File: config.mk
export PLATFORM = sky130hd
export DESIGN_NAME = irqef_ctrl
export DESIGN_NICKNAME = d
export VERILOG_FILES = /design/src/hw/irqef_pkg.sv /design/src/hw/irqef_ctrl.sv
export VERILOG_INCLUDE_DIRS = /design/src /design/src/hw
export SDC_FILE = /design/constraint.sdc
export NUM_CORES = 1
export LEC_CHECK = 0
export BUFFER_PORTS_ARGS = -buffer_cell sky130_fd_sc_hd__buf_4
export CAP_MARGIN = 0
export CORE_MARGIN = 4
export CORE_UTILIZATION = 54
export CTS_BUF_LIST = sky130_fd_sc_hd__clkbuf_2
export CTS_CLUSTER_SIZE = 28
export DETAILED_ROUTE_END_ITERATION = 16
export PLACE_DENSITY = 0.93
export SYNTH_ARGS = -nofsm -noshare
export SYNTH_HDL_FRONTEND = slang
export SYNTH_SLANG_ARGS = --single-unit
File: constraint.sdc
create_clock -name ref_clk_i -period 4.4 [get_ports ref_clk_i]
set_input_delay 0.88 -clock ref_clk_i [delete_from_list [all_inputs] [get_ports ref_clk_i]]
set_output_delay 0.88 -clock ref_clk_i [all_outputs]
set_load 0.01 [all_outputs]
File: src/hw/irqef_params.svh
/*
 * register indices, field positions, reset values and state codes
 * for the request enable and contactless fault flag block.
 * assumes a 32-bit word per register: byte address = 4 * index.
 */
`ifndef IRQEF_PARAMS_SVH
`define IRQEF_PARAMS_SVH

// register indices
`define IRQEF_IDX_REQ_A       6'h06
`define IRQEF_IDX_REQ_B       6'h07
`define IRQEF_IDX_EN_A        6'h08
`define IRQEF_IDX_EN_B        6'h09
`define IRQEF_IDX_FAULT       6'h0a
`define IRQEF_IDX_RXBIT       6'h0c
`define IRQEF_IDX_COLL        6'h0d
`define IRQEF_IDX_MODE        6'h0e

// field positions
`define IRQEF_SET_BIT         7
`define IRQEF_INV_BIT         7
`define IRQEF_DRIVE_BIT       7
`define IRQEF_FWD_BIT         6
`define IRQEF_COMB_BIT        6
`define IRQEF_ERRREQ_BIT      1
`define IRQEF_RXREQ_BIT       2
`define IRQEF_F_NVM           7
`define IRQEF_F_WR            6
`define IRQEF_F_OVR           5
`define IRQEF_F_SHORT         4
`define IRQEF_F_EMPTY         3
`define IRQEF_F_COLL          2
`define IRQEF_F_PROT          1
`define IRQEF_F_INTEG         0
`define IRQEF_COLLISION_AS_FAULT_BIT      3
`define IRQEF_MULTI_BIT       0
`define IRQEF_SUPP_BIT        1

// reset values
`define IRQEF_EN_RST          8'h00
`define IRQEF_FLAG_RST        8'h00

// frame limits and collision range
`define IRQEF_MIN_BITS        8'h04
`define IRQEF_MIN_BYTES       8'h03
`define IRQEF_COLL_RANGE      8'h40

// transceiver state codes
`define IRQEF_CS_RXWAIT       3'h5
`define IRQEF_CS_WAITDATA     3'h6
`define IRQEF_CS_RECEIVING    3'h7

`endif

File: src/hw/irqef_pkg.sv
/*
 * types shared by the request enable and fault flag block.
 * assumes the constants header is included where numbers are needed.
 */
package irqef_pkg;
    typedef logic [7:0]  irqef_byte_t;
    typedef logic [2:0]  irqef_com_t;
    typedef logic [31:0] irqef_word_t;
    typedef logic [5:0]  irqef_addr_t;
    // slave handshake phases
    typedef enum logic {
        IRQEF_IDLE,
        IRQEF_ACK
    } irqef_bus_t;
endpackage : irqef_pkg

File: src/hw/irqef_ctrl.sv
/*
 * request latches, request enables, interrupt pin control and the
 * contactless fault flags, reached over an Avalon-MM slave.
 * assumes every event input is a one-cycle pulse from logic on
 * ref_clk_i; the byte address is 4 * register index.
 */
`timescale 1ns/1ps
`include "irqef_params.svh"

module irqef_ctrl (
    // clock and reset
    input  wire logic                 ref_clk_i,
    input  wire logic                 rst_n_i,
    // avalon-mm slave
    input  wire irqef_pkg::irqef_addr_t avs_address_i,
    input  wire logic                 avs_read_i,
    input  wire logic                 avs_write_i,
    input  wire irqef_pkg::irqef_word_t avs_writedata_i,
    output logic [31:0]               avs_readdata_o,
    output logic                      avs_waitrequest_o,
    // request sources, one-cycle pulses
    input  wire logic [6:0]           src_a_i,
    input  wire logic [5:0]           src_b_i,
    // fifo and command events
    input  wire logic                 nvm_done_i,
    input  wire logic                 nvm_err_i,
    input  wire logic                 fifo_wr_i,
    input  wire logic                 fifo_full_i,
    input  wire logic                 fifo_empty_i,
    input  wire logic                 crc_send_i,
    input  wire logic                 auth_cmd_i,
    input  wire irqef_pkg::irqef_com_t com_state_i,
    input  wire logic                 cmd_start_i,
    input  wire logic                 rx_cmd_start_i,
    input  wire logic                 flags_to_fifo_i,
    input  wire logic                 send_need_i,
    // receive decoder events
    input  wire logic                 frame_end_i,
    input  wire irqef_pkg::irqef_byte_t frame_bits_i,
    input  wire irqef_pkg::irqef_byte_t frame_bytes_i,
    input  wire logic                 coll_i,
    input  wire logic                 coll_in_eof_i,
    input  wire irqef_pkg::irqef_byte_t coll_pos_i,
    input  wire logic                 stop_bit_err_i,
    input  wire logic                 frame_mark_err_i,
    input  wire logic                 byte_cnt_err_i,
    input  wire logic                 parity_err_i,
    input  wire logic                 crc_err_i,
    // decoder and fifo controls
    output logic                      fifo_wr_ok_o,
    output logic                      frame_discard_o,
    output logic                      rx_stop_o,
    output logic                      drop_last_o,
    // interrupt pin, open-drain capable
    output logic                      irq_o,
    output logic                      irq_oe_n_o
);
    import irqef_pkg::*;

    ////////////////////////////////////////////////////////////////////
    // registers

    irqef_bus_t  bus_reg;
    logic [31:0] rdata_reg;
    logic        wait_reg;
    irqef_byte_t en_a_reg;
    irqef_byte_t en_b_reg;
    irqef_byte_t fault_reg;
    irqef_byte_t fault_next;
    logic [6:0]  req_a_reg;
    logic [5:0]  req_b_reg;
    logic [6:0]  req_a_next;
    logic [5:0]  req_b_next;
    irqef_byte_t coll_reg;
    logic        collision_as_fault_reg;
    logic [1:0]  mode_reg;
    logic        comb_reg;
    logic        pin_reg;
    logic        oe_n_reg;
    logic        wrok_reg;
    logic        disc_reg;
    logic        stop_reg;
    logic        drop_reg;
    irqef_com_t  cs_reg;

    logic        wr_take;
    logic        rx_clear;
    logic        wr_busy;
    logic        short_frame;
    logic        discard;
    logic        prot_ev;
    logic        coll_ev;
    logic        comb_now;
    logic        level;
    logic [5:0]  idx;

    assign idx     = avs_address_i[5:0] >> 2;
    assign wr_take = avs_write_i && (bus_reg == IRQEF_ACK);

    ////////////////////////////////////////////////////////////////////
    // avalon slave: one wait cycle, then the access is taken

    // wait low one cycle after a request, readdata set the same edge
    always_ff @(posedge ref_clk_i or negedge rst_n_i) begin
        if (!rst_n_i) begin
            bus_reg <= IRQEF_IDLE;
        end else begin
            case (bus_reg)
                IRQEF_IDLE: begin
                    if (avs_read_i || avs_write_i) begin
                        bus_reg <= IRQEF_ACK;
                    end
                end
                IRQEF_ACK: bus_reg <= IRQEF_IDLE;
                default:   bus_reg <= IRQEF_IDLE;
            endcase
        end
    end

    // read mux; unmapped words read as zero
    always_ff @(posedge ref_clk_i or negedge rst_n_i) begin
        if (!rst_n_i) begin
            rdata_reg <= 32'h0000_0000;
        end else if (avs_read_i && bus_reg == IRQEF_IDLE) begin
            case (idx)
                `IRQEF_IDX_REQ_A: rdata_reg <= {25'h0, req_a_reg};
                `IRQEF_IDX_REQ_B:
                    rdata_reg <= {25'h0, comb_reg, req_b_reg};
                `IRQEF_IDX_EN_A:  rdata_reg <= {24'h0, en_a_reg};
                `IRQEF_IDX_EN_B:  rdata_reg <= {24'h0, en_b_reg};
                `IRQEF_IDX_FAULT: rdata_reg <= {24'h0, fault_reg};
                `IRQEF_IDX_RXBIT: rdata_reg <= {28'h0, collision_as_fault_reg, 3'h0};
                `IRQEF_IDX_COLL:  rdata_reg <= {24'h0, coll_reg};
                `IRQEF_IDX_MODE:  rdata_reg <= {30'h0, mode_reg};
                default:          rdata_reg <= 32'h0000_0000;
            endcase
        end
    end

    // waitrequest has its own flop so the pin needs no decode gate
    always_ff @(posedge ref_clk_i or negedge rst_n_i) begin
        if (!rst_n_i) begin
            wait_reg <= 1'b1;
        end else begin
            wait_reg <= !(bus_reg == IRQEF_IDLE
                          && (avs_read_i || avs_write_i));
        end
    end

    assign avs_readdata_o    = rdata_reg;
    assign avs_waitrequest_o = wait_reg;

    always_ff @(posedge ref_clk_i or negedge rst_n_i) begin
        if (!rst_n_i) begin
            en_a_reg   <= `IRQEF_EN_RST;
            en_b_reg   <= `IRQEF_EN_RST;
            collision_as_fault_reg <= 1'b0;
            mode_reg   <= 2'h0;
        end else if (wr_take) begin
            case (idx)
                `IRQEF_IDX_EN_A:  en_a_reg <= avs_writedata_i[7:0];
                `IRQEF_IDX_EN_B:  en_b_reg <= avs_writedata_i[7:0];
                `IRQEF_IDX_RXBIT:
                    collision_as_fault_reg <= avs_writedata_i[`IRQEF_COLLISION_AS_FAULT_BIT];
                `IRQEF_IDX_MODE:  mode_reg <= avs_writedata_i[1:0];
                default: ;
            endcase
        end
    end

    ////////////////////////////////////////////////////////////////////
    // request latches

    // set or clear by written ones, sources win
    always_comb begin
        req_a_next = req_a_reg;
        req_b_next = req_b_reg;
        if (wr_take && idx == `IRQEF_IDX_REQ_A) begin
            if (avs_writedata_i[`IRQEF_SET_BIT]) begin
                req_a_next = req_a_reg | avs_writedata_i[6:0];
            end else begin
                req_a_next = req_a_reg & ~avs_writedata_i[6:0];
            end
        end
        if (wr_take && idx == `IRQEF_IDX_REQ_B) begin
            if (avs_writedata_i[`IRQEF_SET_BIT]) begin
                req_b_next = req_b_reg | avs_writedata_i[5:0];
            end else begin
                req_b_next = req_b_reg & ~avs_writedata_i[5:0];
            end
        end
        req_a_next[`IRQEF_RXREQ_BIT] = req_a_next[`IRQEF_RXREQ_BIT]
            | (src_a_i[`IRQEF_RXREQ_BIT] & ~discard);
        req_a_next = req_a_next
            | (src_a_i & ~(7'h01 << `IRQEF_RXREQ_BIT));
        req_a_next[`IRQEF_ERRREQ_BIT] = req_a_next[`IRQEF_ERRREQ_BIT]
            | fault_reg[`IRQEF_F_WR] | fault_reg[`IRQEF_F_OVR]
            | fault_reg[`IRQEF_F_PROT] | fault_reg[`IRQEF_F_EMPTY]
            | fault_reg[`IRQEF_F_INTEG];
        req_b_next = req_b_next | src_b_i;
    end

    always_ff @(posedge ref_clk_i or negedge rst_n_i) begin
        if (!rst_n_i) begin
            req_a_reg <= 7'h00;
            req_b_reg <= 6'h00;
        end else begin
            req_a_reg <= req_a_next;
            req_b_reg <= req_b_next;
        end
    end

    assign comb_now = |(req_a_reg & en_a_reg[6:0])
                    | |(req_b_reg & en_b_reg[5:0]);

    ////////////////////////////////////////////////////////////////////
    // interrupt pin

    assign level = (comb_now & en_b_reg[`IRQEF_FWD_BIT])
                 ^ en_a_reg[`IRQEF_INV_BIT];

    // registered so the pin never glitches on a decode
    always_ff @(posedge ref_clk_i or negedge rst_n_i) begin
        if (!rst_n_i) begin
            comb_reg <= 1'b0;
            pin_reg  <= 1'b0;
            oe_n_reg <= 1'b1;
        end else begin
            comb_reg <= comb_now;
            pin_reg  <= level;
            oe_n_reg <= ~(en_b_reg[`IRQEF_DRIVE_BIT] | ~level);
        end
    end

    assign irq_o      = pin_reg;
    assign irq_oe_n_o = oe_n_reg;

    ////////////////////////////////////////////////////////////////////
    // fault flags

    // receive start: receive command or entry to wait-for-data
    always_ff @(posedge ref_clk_i or negedge rst_n_i) begin
        if (!rst_n_i) begin
            cs_reg <= 3'h0;
        end else begin
            cs_reg <= com_state_i;
        end
    end
    assign rx_clear = rx_cmd_start_i
        | (com_state_i == `IRQEF_CS_WAITDATA
           && cs_reg != `IRQEF_CS_WAITDATA);

    assign wr_busy = crc_send_i | auth_cmd_i
        | com_state_i == `IRQEF_CS_RXWAIT
        | com_state_i == `IRQEF_CS_WAITDATA
        | com_state_i == `IRQEF_CS_RECEIVING;

    assign short_frame = frame_end_i && frame_bits_i < `IRQEF_MIN_BITS;
    assign discard = short_frame || (frame_end_i
        && mode_reg[`IRQEF_SUPP_BIT] && frame_bytes_i < `IRQEF_MIN_BYTES);
    assign coll_ev = coll_i && !coll_in_eof_i;
    assign prot_ev = stop_bit_err_i | frame_mark_err_i | byte_cnt_err_i;

    // clears first, then sets, so an event never gets lost
    always_comb begin
        fault_next = fault_reg;
        if (mode_reg[`IRQEF_MULTI_BIT] ? flags_to_fifo_i : cmd_start_i) begin
            fault_next[`IRQEF_F_WR] = 1'b0;
        end
        if (cmd_start_i) begin
            fault_next[`IRQEF_F_OVR]   = 1'b0;
            fault_next[`IRQEF_F_EMPTY] = 1'b0;
        end
        if (rx_clear) begin
            fault_next[`IRQEF_F_SHORT] = 1'b0;
            fault_next[`IRQEF_F_COLL]  = 1'b0;
            fault_next[`IRQEF_F_PROT]  = 1'b0;
            fault_next[`IRQEF_F_INTEG] = 1'b0;
        end
        if (nvm_done_i) begin
            fault_next[`IRQEF_F_NVM] = nvm_err_i;
        end
        if (fifo_wr_i && wr_busy) begin
            fault_next[`IRQEF_F_WR] = 1'b1;
        end
        if (fifo_wr_i && fifo_full_i) begin
            fault_next[`IRQEF_F_OVR] = 1'b1;
        end
        if (short_frame) begin
            fault_next[`IRQEF_F_SHORT] = 1'b1;
        end
        if (send_need_i && fifo_empty_i) begin
            fault_next[`IRQEF_F_EMPTY] = 1'b1;
        end
        if (coll_ev) begin
            fault_next[`IRQEF_F_COLL] = 1'b1;
        end
        if (prot_ev) begin
            fault_next[`IRQEF_F_PROT] = 1'b1;
        end
        if (parity_err_i || crc_err_i || (coll_ev && collision_as_fault_reg)) begin
            fault_next[`IRQEF_F_INTEG] = 1'b1;
        end
    end

    always_ff @(posedge ref_clk_i or negedge rst_n_i) begin
        if (!rst_n_i) begin
            fault_reg <= `IRQEF_FLAG_RST;
        end else begin
            fault_reg <= fault_next;
        end
    end

    // first collision position, cleared per reception
    always_ff @(posedge ref_clk_i or negedge rst_n_i) begin
        if (!rst_n_i) begin
            coll_reg <= 8'h00;
        // a collision in the clearing cycle opens the new reception
        end else if (coll_ev
                     && (rx_clear || !fault_reg[`IRQEF_F_COLL])) begin
            coll_reg <= {coll_pos_i < `IRQEF_COLL_RANGE, coll_pos_i[6:0]};
        end else if (rx_clear) begin
            coll_reg <= 8'h00;
        end
    end

    ////////////////////////////////////////////////////////////////////
    // decoder and fifo controls, one cycle after the event

    always_ff @(posedge ref_clk_i or negedge rst_n_i) begin
        if (!rst_n_i) begin
            wrok_reg <= 1'b0;
            disc_reg <= 1'b0;
            stop_reg <= 1'b0;
            drop_reg <= 1'b0;
        end else begin
            // writes dropped while full or overrun
            wrok_reg <= fifo_wr_i && !fifo_full_i
                        && !fault_reg[`IRQEF_F_OVR];
            disc_reg <= discard;
            stop_reg <= prot_ev;
            drop_reg <= prot_ev;
        end
    end

    assign fifo_wr_ok_o    = wrok_reg;
    assign frame_discard_o = disc_reg;
    assign rx_stop_o       = stop_reg;
    assign drop_last_o     = drop_reg;
endmodule : irqef_ctrl

Word-level counts from Yosys, hierarchy flattened. Cells that the tools add are included. Widths: inputs -> output; s select.

Flip-flop bits (word level): 91. Logic and storage cells: 134.

$lt $le $gt $ge: 3. Eq/ne operators: 12. Muxes and demuxes: 21. Bitwise gates (word level): 32. Reduce and logical (&&, ||, !) cells: 41.

Operator list (count): $pmux 8 s8 (1); $eq 4x4->1 const B (6); $logic_and 1x1->1 (17); $mux 8 (2); $reduce_bool 2->1 (8); $or 1x1->1 (15); $and 7x7->7 (2); $mux 7 (2); $or 7x7->7 (2); $and 6x6->6 (2); $mux 1 (12); $mux 6 (2); $or 6x6->6 (2); $eq 3x3->1 const B (3); $eq 4x3->1 const B (2); $lt 8x2->1 const B (1); $lt 8x3->1 const B (1); $lt 8x7->1 const B (1); $reduce_and 2->1 (4); $not 7->7 (1); $reduce_or 7->1 (1); $not 6->6 (1); $reduce_or 6->1 (1); $logic_not 1->1 (5); 7 further kinds (15).

Depth between registers and ports, before layout. Gate-level depths: netlist of run 1.

Word-level depth: 12. Mapped depth: 6. Depth with buffers taken out: 4.

Worst setup path after synthesis of run 1. Ideal clock, no wire load.

Kind: input to register. Start: input avs_address_i[4]. End: register en_a_reg[0]. Data arrival time: 1914 ps. Data required time: 4275 ps. Slack: 2361 ps. Stages: 5. Buffers on the path: 2. Path through: buf_6 > nor3b_4 > and3_1 > buf_6 > mux2_4.

Cells in the longest elaborated chain, start to end: 2.

RTL lines: start: declaration (line irqef_ctrl.sv:15) `input wire irqef_pkg::irqef_addr_t avs_address_i,`; $eq 4x4->1 (line irqef_ctrl.sv:160) `case (idx)`; $reduce_and 2->1 (no source line); end signal: assignment (line irqef_ctrl.sv:155) `` en_a_reg <= `IRQEF_EN_RST; ``; end signal: assignment (line irqef_ctrl.sv:161) `` `IRQEF_IDX_EN_A: en_a_reg <= avs_writedata_i[7:0]; ``; end: declaration (line irqef_ctrl.sv:66) `irqef_byte_t en_a_reg;`.

Every way passes these cells. A chain may end at the register's enable or synchronous reset.

Worst setup path after layout of run 1.
Start: register oe_n_reg, in the netlist irq_oe_n_o. End: output irq_oe_n_o.

RTL lines: start: declaration (line irqef_ctrl.sv:79) `logic oe_n_reg;`; start signal: assignment (line irqef_ctrl.sv:231) `` oe_n_reg <= ~(en_b_reg[`IRQEF_DRIVE_BIT] | ~level); ``; end: declaration (line irqef_ctrl.sv:56) `output logic irq_oe_n_o`.

No word-level cell between the ends.

==> run_results.csv, run 1 <==
group,metric,value,unit
synthesis,yosysTopAreaCell,"dfrtp_1",
die,die_width,89.4,µm
critical_path,crit_arrival,1.18,ns
die,ios,140,
min_path,hold_class,"input pin to async pin",
critical_path,critPathSlowestCell,"dfstp_2",
placed_design,placed_cells,473,
global_routing,grt_pass1_wl,13300,µm
layout,stdcell_count,489,
clock_tree,cts_tree,"yes",
critical_path,critical_path_class,"register to primary output",
die,start_util,56.1,%
layout,diodes,0,
clock_tree,clkTransAtPathRegs,0.20,ns
pwr,p_per_area,322,mW/mm²
sta,fmax,484,MHz
placed_design,place_area,0.00411,mm²
synthesis,synth_top_family_by_area,"compound AO/OA/AOI/OAI gates",
placed_design,io_buffers,87,
layout,fin_util,65.8,%
pwr,vdd_ir_drop_max,283,µV
clock_tree,post-cts-setup-buffers,0,
sta,slew_violations,0,
routing,wirelength,8850,µm
global_routing,grt_antenna_before_repair,0,
clock_tree,h-tree-depth,3,
placed_design,dp_hpwl,6630,µm
synthesis,synth_fa_ha_area_share,0,%
synthesis,syn_inst,327,
clock_tree,cts_resized,0,
synthesis,yosys.area_share.simple,15.4,%
synthesis,synth_edf_count,0,
layout,nets,508,
die,coreArea,0.00639,mm²
critical_path,slowest_delay,0.56,ns
sta,final.setup_skew,0.0289,ns
routing,drt-pass1-iter-count,4,
synthesis,yosysTopAreaCellShare,45.4,%
sta,setup_viol,0,
die,die_area,0.00800,mm²
critical_path,cp_cell_sequence,"buf_4",
routing,drc,0,
synthesis,synthArstFlopShare,100,%
layout,multi_input_area,0.00166,mm²
layout,final_layout_size_suffix_gt1_share,33.5,%
synthesis,netlist_area,0.00358,mm²
synthesis,yosysMostFrequentCell,"dfrtp_1",
layout,seq_area,0.00168,mm²
sta,fin_setup_tns,0,ns
clock_tree,insertion_delay,0.52,ns
synthesis,ys_types,59,
die,row_count,29,
critical_path,timing.critical_path.fanout_max,1,
synthesis,synth.avg_cell_area,10.9,µm²
layout,fill_cells,503,
clock_tree,cts_root_buffer,"clkbuf_2",
clock_tree,holdBufCountCts,0,
global_routing,grt_max_degree,68,
clock_tree,clockBufferDepth,2,
layout,fin_area,0.00420,mm²
pwr,power,1.35,mW
placed_design,place.gp.congestion,0.893,
global_routing,grt_pass1_vias,2680,
synthesis,synth_compound_area_share,16.5,%
sta,finalCritPeriodShare,46.9,%
critical_path,crit_start,"irq_oe_n_o",
critical_path,worstPathRequired,3.52,ns
synthesis,synthMuxAreaShare,11.6,%
critical_path,cp-start-kind,"register",
global_routing,grt_use_total,22.0,%
routing,wl_per_cell,18.1,µm
critical_path,crit_buf_inv,1,
critical_path,r2r_cells,3,
routing,via_count,2890,
sta,max_slew_margin,45.2,%
die,die_h,89.4,µm
global_routing,grt_remaining_overflow,0,
synthesis,ys_seq_elements,67,
synthesis,ys_warn_count,0,
clock_tree,cts_sinks,67,
critical_path,critPathCapture,"irq_oe_n_o",
critical_path,r2r_slack,2.52,ns
critical_path,cpLargestDelayFamily,"flip-flops",
critical_path,rr_startpoint,"bus_reg",
synthesis,synth-main-ff-cell,"dfrtp_1",
critical_path,cp_num_cells,1,
synthesis,synthTopCellsByArea,"dfrtp_1 (45%), buf_4 (5.7%), mux2_2 (4.7%), a22o_1 (4.4%), mux2_4 (3.8%)",
routing,drtIter0Drc,338,
pwr,power.leakage,1.94,nW
clock_tree,cts_buffers,9,
sta,hold_violations,0,
job,cap_violations,0,
synthesis,synth_xor_area_share,0.245,%
layout,syn_to_final_growth,17.4,%
synthesis,ys_seq_area_share,46.9,%
routing,ant_nets,0,
sta,tightest_slew,0.822,ns
sta,rsz0062_at_grt,"no",
sta,min_period,2.06,ns
synthesis,ys_top_cells_by_count,"dfrtp_1 (65), buf_4 (27), nand3_1 (19)",
critical_path,cp-end-kind,"primary output",
outcome,status,"finished clean",
critical_path,reg2reg_to,"en_a_reg[5]",
routing,viasPerCell,5.91,
## worst min-delay path by stage
stage                            from                end
global route           com_state_i[0]          cs_reg[0]
global placement    avs_readdata_o[7]  avs_readdata_o[7]
detailed placement  avs_readdata_o[7]  avs_readdata_o[7]
floorplan                fault_reg[5]       fifo_wr_ok_o
CTS                           rst_n_i        en_b_reg[0]
finish                        rst_n_i       fault_reg[3]
## area by class of cell
class	instances	share of cell area (%)
clock buffers	9	1.07
repair buffers	87	15.5
clock inverters	7	1.04
multi-input cells	234	39.4
inverters	8	0.714
flip-flops and latches	67	40.0
well taps	77	2.29
## kinds of logic after synthesis
kind of cell / Yosys count
mux: 35
xor+xnor: 1
flops: 67
other cells: 1
buf+inv: 49
compound gates: 79
simple gates: 95
## metal layers
layer	vias up	routed length [µm]	GRT usage, %
met2	126	4410	35.8
met1	1434	3720	29.2
met4	0	121	6.22
li1	1321	-	-
met5	-	0	0
met3	9	607	5.81
## worst register-to-register path: cells and delay by family, from the launching register on
kind	cells	cell delay [ns]
flops	1	0.43
mux	1	0.35
simple gates	2	1.02
## through the flow
stage | worst slack [ns] | hold slack, ns
after floorplan | 2.36 | 0.449
after global placement | 1.93 | 0.482
after detailed placement | 1.91 | 0.478
after CTS | 2.31 | 0.431
after global routing | 2.28 | 0.433
final | 2.34 | 0.429
## power by group
| group | leakage [nW] | internal [mW] | total (mW) | switching, mW |
|---|---|---|---|---|
| combinational | 1.10 | 0.164 | 0.307 | 0.143 |
| sequential | 0.792 | 0.687 | 0.744 | 0.0572 |
| clock | 0.0494 | 0.0706 | 0.300 | 0.230 |
## placed cells by master (no fill, tap or decap), drive strengths merged, types with 6 or more instances in the layout
cell type	synthesis	routed
mux2i	11	11
nor2b	6	6
a22o	18	18
nand2b	9	9
a22oi	12	12
clkbuf	1	9
inv	8	9
conb	1	24
nor2	14	14
nand2	15	15
nor3	7	7
dfrtp	65	65
buf	40	87
o21ai	14	14
nand3	20	20
mux2	24	24
a21oi	10	10
Power figures use the tool's default switching activity.
==> inputs of run 2 (changes only) <==
--- a/config.mk
+++ b/config.mk
@@ -9,11 +9,11 @@
 export BUFFER_PORTS_ARGS = -buffer_cell sky130_fd_sc_hd__buf_4
 export CAP_MARGIN = 0
 export CORE_MARGIN = 4
-export CORE_UTILIZATION = 54
+export CORE_UTILIZATION = 51
 export CTS_BUF_LIST = sky130_fd_sc_hd__clkbuf_2
 export CTS_CLUSTER_SIZE = 28
 export DETAILED_ROUTE_END_ITERATION = 16
-export PLACE_DENSITY = 0.93
+export PLACE_DENSITY = 0.89
 export SYNTH_ARGS = -nofsm -noshare
 export SYNTH_HDL_FRONTEND = slang
 export SYNTH_SLANG_ARGS = --single-unit
==> constraint.sdc (replaced) <==
create_clock -name ref_clk_i -period 2.1 [get_ports ref_clk_i]
set_input_delay 0.42 -clock ref_clk_i [delete_from_list [all_inputs] [get_ports ref_clk_i]]
set_output_delay 0.42 -clock ref_clk_i [all_outputs]
set_load 0.01 [all_outputs]
==> run_results.csv, run 2 (synthesized netlist as in run 1, its figures left out) <==
group,metric,value,unit
outcome,status,"finished clean",
layout,final_cell_mix,"buf_4 (93), dfrtp_1 (65), conb_1 (24)",
placed_design,io_buffers,87,
sta,fin_setup_tns,0,ns
clock_tree,clkTransAtPathRegs,0.19,ns
placed_design,dp_hpwl,6820,µm
die,die_width,91.8,µm
layout,diodes,0,
critical_path,critPathSlowestCell,"dlygate4sd3_1",
layout,fin_util,64.4,%
critical_path,cp-start-kind,"input pin",
critical_path,slowest_delay,0.55,ns
placed_design,placed_cells,499,
job,cap_violations,0,
die,start_util,52.7,%
clock_tree,insertion_delay,0.51,ns
routing,via_count,2855,
global_routing,grt_use_total,22.2,%
min_path,min_to,"fifo_wr_ok_o",
min_path,worstHoldPathCells,2,
layout,mostFrequentLayoutCell,"buf_4",
layout,syn_to_final_growth,22.2,%
layout,final_layout_size_suffix_gt1_share,34.8,%
pwr,power,3.08,mW
clock_tree,cts_tree,"yes",
layout,nets,519,
clock_tree,clockBufferDepth,2,
critical_path,rr_startpoint,"bus_reg",
clock_tree,h-tree-depth,3,
critical_path,worstPathRequired,2.54,ns
sta,final.setup_skew,0.0200,ns
sta,tightest_slew,0.557,ns
critical_path,critical_path_class,"input pin to register",
sta,setup_viol,0,
clock_tree,cts_root_buffer,"clkbuf_2",
sta,max_slew_margin,62.9,%
routing,ant_nets,0,
routing,drc,0,
routing,wl_per_cell,17.5,µm
global_routing,grt_pass1_vias,2887,
placed_design,place.gp.congestion,0.853,
pwr,power.leakage,2.03,nW
clock_tree,cts_sinks,67,
critical_path,r2r_cells,4,
global_routing,grt_remaining_overflow,0,
die,die_h,91.8,µm
layout,fill_cells,554,
routing,wirelength,9060,µm
routing,drtIter0Drc,231,
global_routing,grt_antenna_before_repair,0,
layout,stdcell_count,519,
critical_path,timing.critical_path.fanout_max,8,
placed_design,dp_slack,0.307,ns
pwr,vdd_ir_drop_max,471,µV
min_path,hp-start,"fifo_full_i",
sta,hold_violations,0,
pwr,p_per_area,704,mW/mm²
placed_design,place_area,0.00420,mm²
clock_tree,cts_buffers,9,
global_routing,grt_max_degree,39,
routing,viasPerCell,5.50,
sta,holdWs,0.0629,ns
layout,fin_area,0.00438,mm²
critical_path,cp-end-kind,"register",
critical_path,crit_arrival,2.13,ns
critical_path,cp_cell_sequence,"dlygate4sd3_1 > buf_4 > inv_1 > a41oi_2 > a21oi_1 > a22o_1",
sta,rsz0062_at_grt,"no",
min_path,hold_class,"input pin to register",
critical_path,r2r_slack,0.46,ns
die,ios,140,
sta,timing.final.ws_setup,0.412,ns
routing,drt-pass1-iter-count,4,
die,row_count,30,
global_routing,grt_pass1_wl,14600,µm
sta,fmax,592,MHz
critical_path,reg2reg_to,"en_a_reg[4]",
sta,min_period,1.69,ns
die,coreArea,0.00679,mm²
die,die_area,0.00842,mm²
sta,slew_violations,0,
sta,finalCritPeriodShare,80.4,%
[run 2: worst max path at each step]
stage | start | to | slack (ns)
final | com_state_i[0] | coll_reg[7] | 0.41
after global placement | avs_address_i[4] | avs_readdata_o[1] | 0.34
after global routing | com_state_i[0] | coll_reg[6] | 0.33
after floorplan | avs_address_i[4] | en_a_reg[0] | 0.52
after CTS | bus_reg | en_a_reg[4] | 0.45
after detailed placement | avs_address_i[4] | avs_readdata_o[1] | 0.31
[run 2: repair_timing]
| item | in CTS | in global routing |
|---|---|---|
| resized for setup | 0 | 0 |
| setup buffers | 0 | 0 |
| hold endpoints to repair | 32 | 0 |
| hold buffers | 4 | 0 |
[run 2: worst max-delay path, delay by kind of cell]
| family | cells | cell delay [ns] |
|---|---|---|
| buf+inv | 3 | 0.76 |
| compound gates | 3 | 0.95 |
[run 2: power by group]
part	internal [mW]	switching [mW]	leakage (nW)
combinational	0.358	0.300	1.16
sequential	1.44	0.121	0.792
clock	0.400	0.462	0.0819
total	2.20	0.883	2.03
[run 2: final cells by class]
cell class / count / area, µm² / area share, %
inverters: 8 / 30.0 / 0.686
clock inverters: 5 / 77.6 / 1.77
flip-flops and latches: 67 / 1680 / 38.4
clock buffers: 11 / 55.1 / 1.26
multi-input cells: 234 / 1660 / 37.8
well taps: 96 / 120 / 2.75
repair buffers: 98 / 758 / 17.3
[run 2: layer usage]
layer  wire length [µm]  global-route usage, %
met1               3690                   28.4
met2               4550                   36.9
met3                665                   5.58
met4                150                   6.93
met5                  0                      0
==> inputs of run 3 (changes only) <==
--- a/config.mk
+++ b/config.mk
@@ -9,11 +9,11 @@
 export BUFFER_PORTS_ARGS = -buffer_cell sky130_fd_sc_hd__buf_4
 export CAP_MARGIN = 0
 export CORE_MARGIN = 4
-export CORE_UTILIZATION = 51
+export CORE_UTILIZATION = 46
 export CTS_BUF_LIST = sky130_fd_sc_hd__clkbuf_2
 export CTS_CLUSTER_SIZE = 28
 export DETAILED_ROUTE_END_ITERATION = 16
-export PLACE_DENSITY = 0.89
+export PLACE_DENSITY = 0.85
 export SYNTH_ARGS = -nofsm -noshare
 export SYNTH_HDL_FRONTEND = slang
 export SYNTH_SLANG_ARGS = --single-unit
==> constraint.sdc (replaced) <==
create_clock -name ref_clk_i -period 1.4 [get_ports ref_clk_i]
set_input_delay 0.28 -clock ref_clk_i [delete_from_list [all_inputs] [get_ports ref_clk_i]]
set_output_delay 0.28 -clock ref_clk_i [all_outputs]
set_load 0.01 [all_outputs]
==> run_results.csv, run 3 (synthesized netlist as in run 1, its figures left out) <==
group,metric,value,unit
die,die_h,96.2,µm
global_routing,grt_antenna_before_repair,0,
routing,drt-pass1-iter-count,6,
routing,viasPerCell,5.53,
layout,nets,600,
clock_tree,insertion_delay,0.54,ns
min_path,hp-start,"stop_bit_err_i",
placed_design,place_area,0.00447,mm²
pwr,p_int,3.31,mW
sta,max_slew_margin,49.1,%
layout,seq_area,0.00168,mm²
sta,slew_violations,0,
die,ios,140,
min_path,worstHoldPathCells,3,
critical_path,r2r_slack,-0.02,ns
pwr,power,4.72,mW
sta,min_period,1.46,ns
layout,diodes,0,
job,cap_violations,0,
critical_path,critPathSlowestCell,"dfstp_2",
sta,finalCritPeriodShare,105,%
clock_tree,cts_tree,"yes",
placed_design,io_buffers,87,
layout,multi_input_area,0.00173,mm²
min_path,min_to,"fault_reg[1]",
routing,drtIter0Drc,201,
critical_path,worstPathRequired,1.12,ns
pwr,pwr-share-comb,27.6,%
critical_path,cp_cell_sequence,"buf_6",
sta,holdWs,0.0243,ns
routing,ant_nets,0,
outcome,status,"finished with violations",
global_routing,grt_use_total,23.4,%
die,die_width,96.2,µm
clock_tree,clockBufferDepth,2,
critical_path,r2r_cells,4,
sta,rsz0062_at_grt,"yes",
pwr,power.leakage,2.40,nW
critical_path,critical_path_class,"register to primary output",
die,coreArea,0.00741,mm²
critical_path,crit_arrival,1.18,ns
layout,fin_area,0.00517,mm²
pwr,pwr-share-clk,22.8,%
global_routing,grt_pass1_vias,3338,
clock_tree,cts_root_buffer,"clkbuf_2",
layout,syn_to_final_growth,44.5,%
critical_path,reg2reg_to,"irq_oe_n_o",
sta,hold_violations,0,
sta,timing.final.ws_setup,-0.0640,ns
clock_tree,clkTransAtPathRegs,0.18,ns
layout,final_cell_mix,"buf_4 (122), dfrtp_1 (65), dlygate4sd3_1 (42)",
pwr,p_switching,1.41,mW
sta,setup_viol,4,
die,start_util,48.3,%
critical_path,crit_buf_inv,1,
outcome,violations,"setup timing",
routing,wirelength,11000,µm
pwr,p_per_area,913,mW/mm²
min_path,hold_class,"input pin to register",
clock_tree,cts_sinks,67,
placed_design,dp_hpwl,7450,µm
die,row_count,31,
layout,stdcell_count,602,
layout,mostFrequentLayoutCell,"buf_4",
critical_path,timing.critical_path.fanout_max,1,
critical_path,crit_start,"irq_oe_n_o",
clock_tree,h-tree-depth,3,
pwr,switching_share,29.9,%
placed_design,place.gp.congestion,0.891,
critical_path,cpLargestDelayFamily,"flip-flops",
critical_path,cp-end-kind,"primary output",
critical_path,slowest_delay,0.56,ns
pwr,pwr-share-seq,49.6,%
placed_design,placed_cells,535,
sta,fmax,683,MHz
sta,final.setup_skew,0.0250,ns
layout,fill_cells,535,
global_routing,grt_max_degree,45,
global_routing,grt_remaining_overflow,0,
layout,final_layout_size_suffix_gt1_share,39.4,%
routing,wl_per_cell,18.3,µm
critical_path,cp-start-kind,"register",
critical_path,rr_startpoint,"req_a_reg[1]",
sta,tightest_slew,0.757,ns
pwr,vdd_ir_drop_max,540,µV
global_routing,grt_pass1_wl,16200,µm
routing,drc,0,
routing,via_count,3330,
clock_tree,cts_buffers,9,
die,die_area,0.00926,mm²
-- run 3: changes by cell type in the layout (fill, tap and decap cells not counted), sizes merged --
cell | before | now
clkinvlp | 1 | 0
bufinv | 2 | 1
o21ai | 14 | 15
buf | 94 | 136
clkinv | 2 | 3
dlygate4sd3 | 4 | 42
-- run 3: final cells by class --
type                            instances  share of cell area, %
Clock buffer                           11                   1.06
Clock inverter                          4                  0.822
Inverter                                8                  0.581
Multi-Input combinational cell        235                   33.5
Sequential cell                        67                   32.5
Tap cell                               99                   2.39
Timing Repair Buffer                  178                   29.2
-- run 3: per-stage QoR --
stage	util (%)	worst slack, ns	TNS, ns
detailed placement	60.3	-0.137	-2.16
global placement	60.3	-0.0839	-1.58
floorplan	-	-0.0338	-0.270
CTS	67.7	-0.0829	-0.165
finish	69.8	-0.0640	-0.133
global route	69.8	-0.104	-0.372
-- run 3: timing repair --
item                       4_1_cts  5_1_grt
hold endpoints to repair       107        1
hold buffers                    41        1
pin swaps                        3        5
cloned                           0        1
setup endpoints to repair       16       30
buffers inserted                 2        7
gates resized for setup          8       22
-- run 3: worst max-delay path by stage --
stage                              to  cells past startpoint
floorplan                 en_a_reg[0]                      5
global placement         req_a_reg[2]                      5
detailed placement  avs_readdata_o[2]                      5
CTS                        irq_oe_n_o                      1
global route               irq_oe_n_o                      1
finish                     irq_oe_n_o                      1
-- run 3: layer usage --
| layer | track usage [%] | vias up | routed length [µm] |
|---|---|---|---|
| met5 | 0 | - | 0 |
| met4 | 9.48 | 0 | 271 |
| met3 | 4.77 | 27 | 803 |
| met2 | 40.3 | 156 | 5750 |
| met1 | 28.6 | 1643 | 4210 |
| li1 | - | 1504 | - |
-- run 3: power groups by stage --
stage	Combinational, mW	Clock (mW)	Sequential, mW
2_1_floorplan	0.609	0	2.34
3_3_place_gp	1.03	0	2.36
3_5_place_dp	1.07	0	2.37
4_1_cts	1.20	1.08	2.33
5_1_grt	1.41	1.16	2.36
6_report	1.31	1.07	2.34
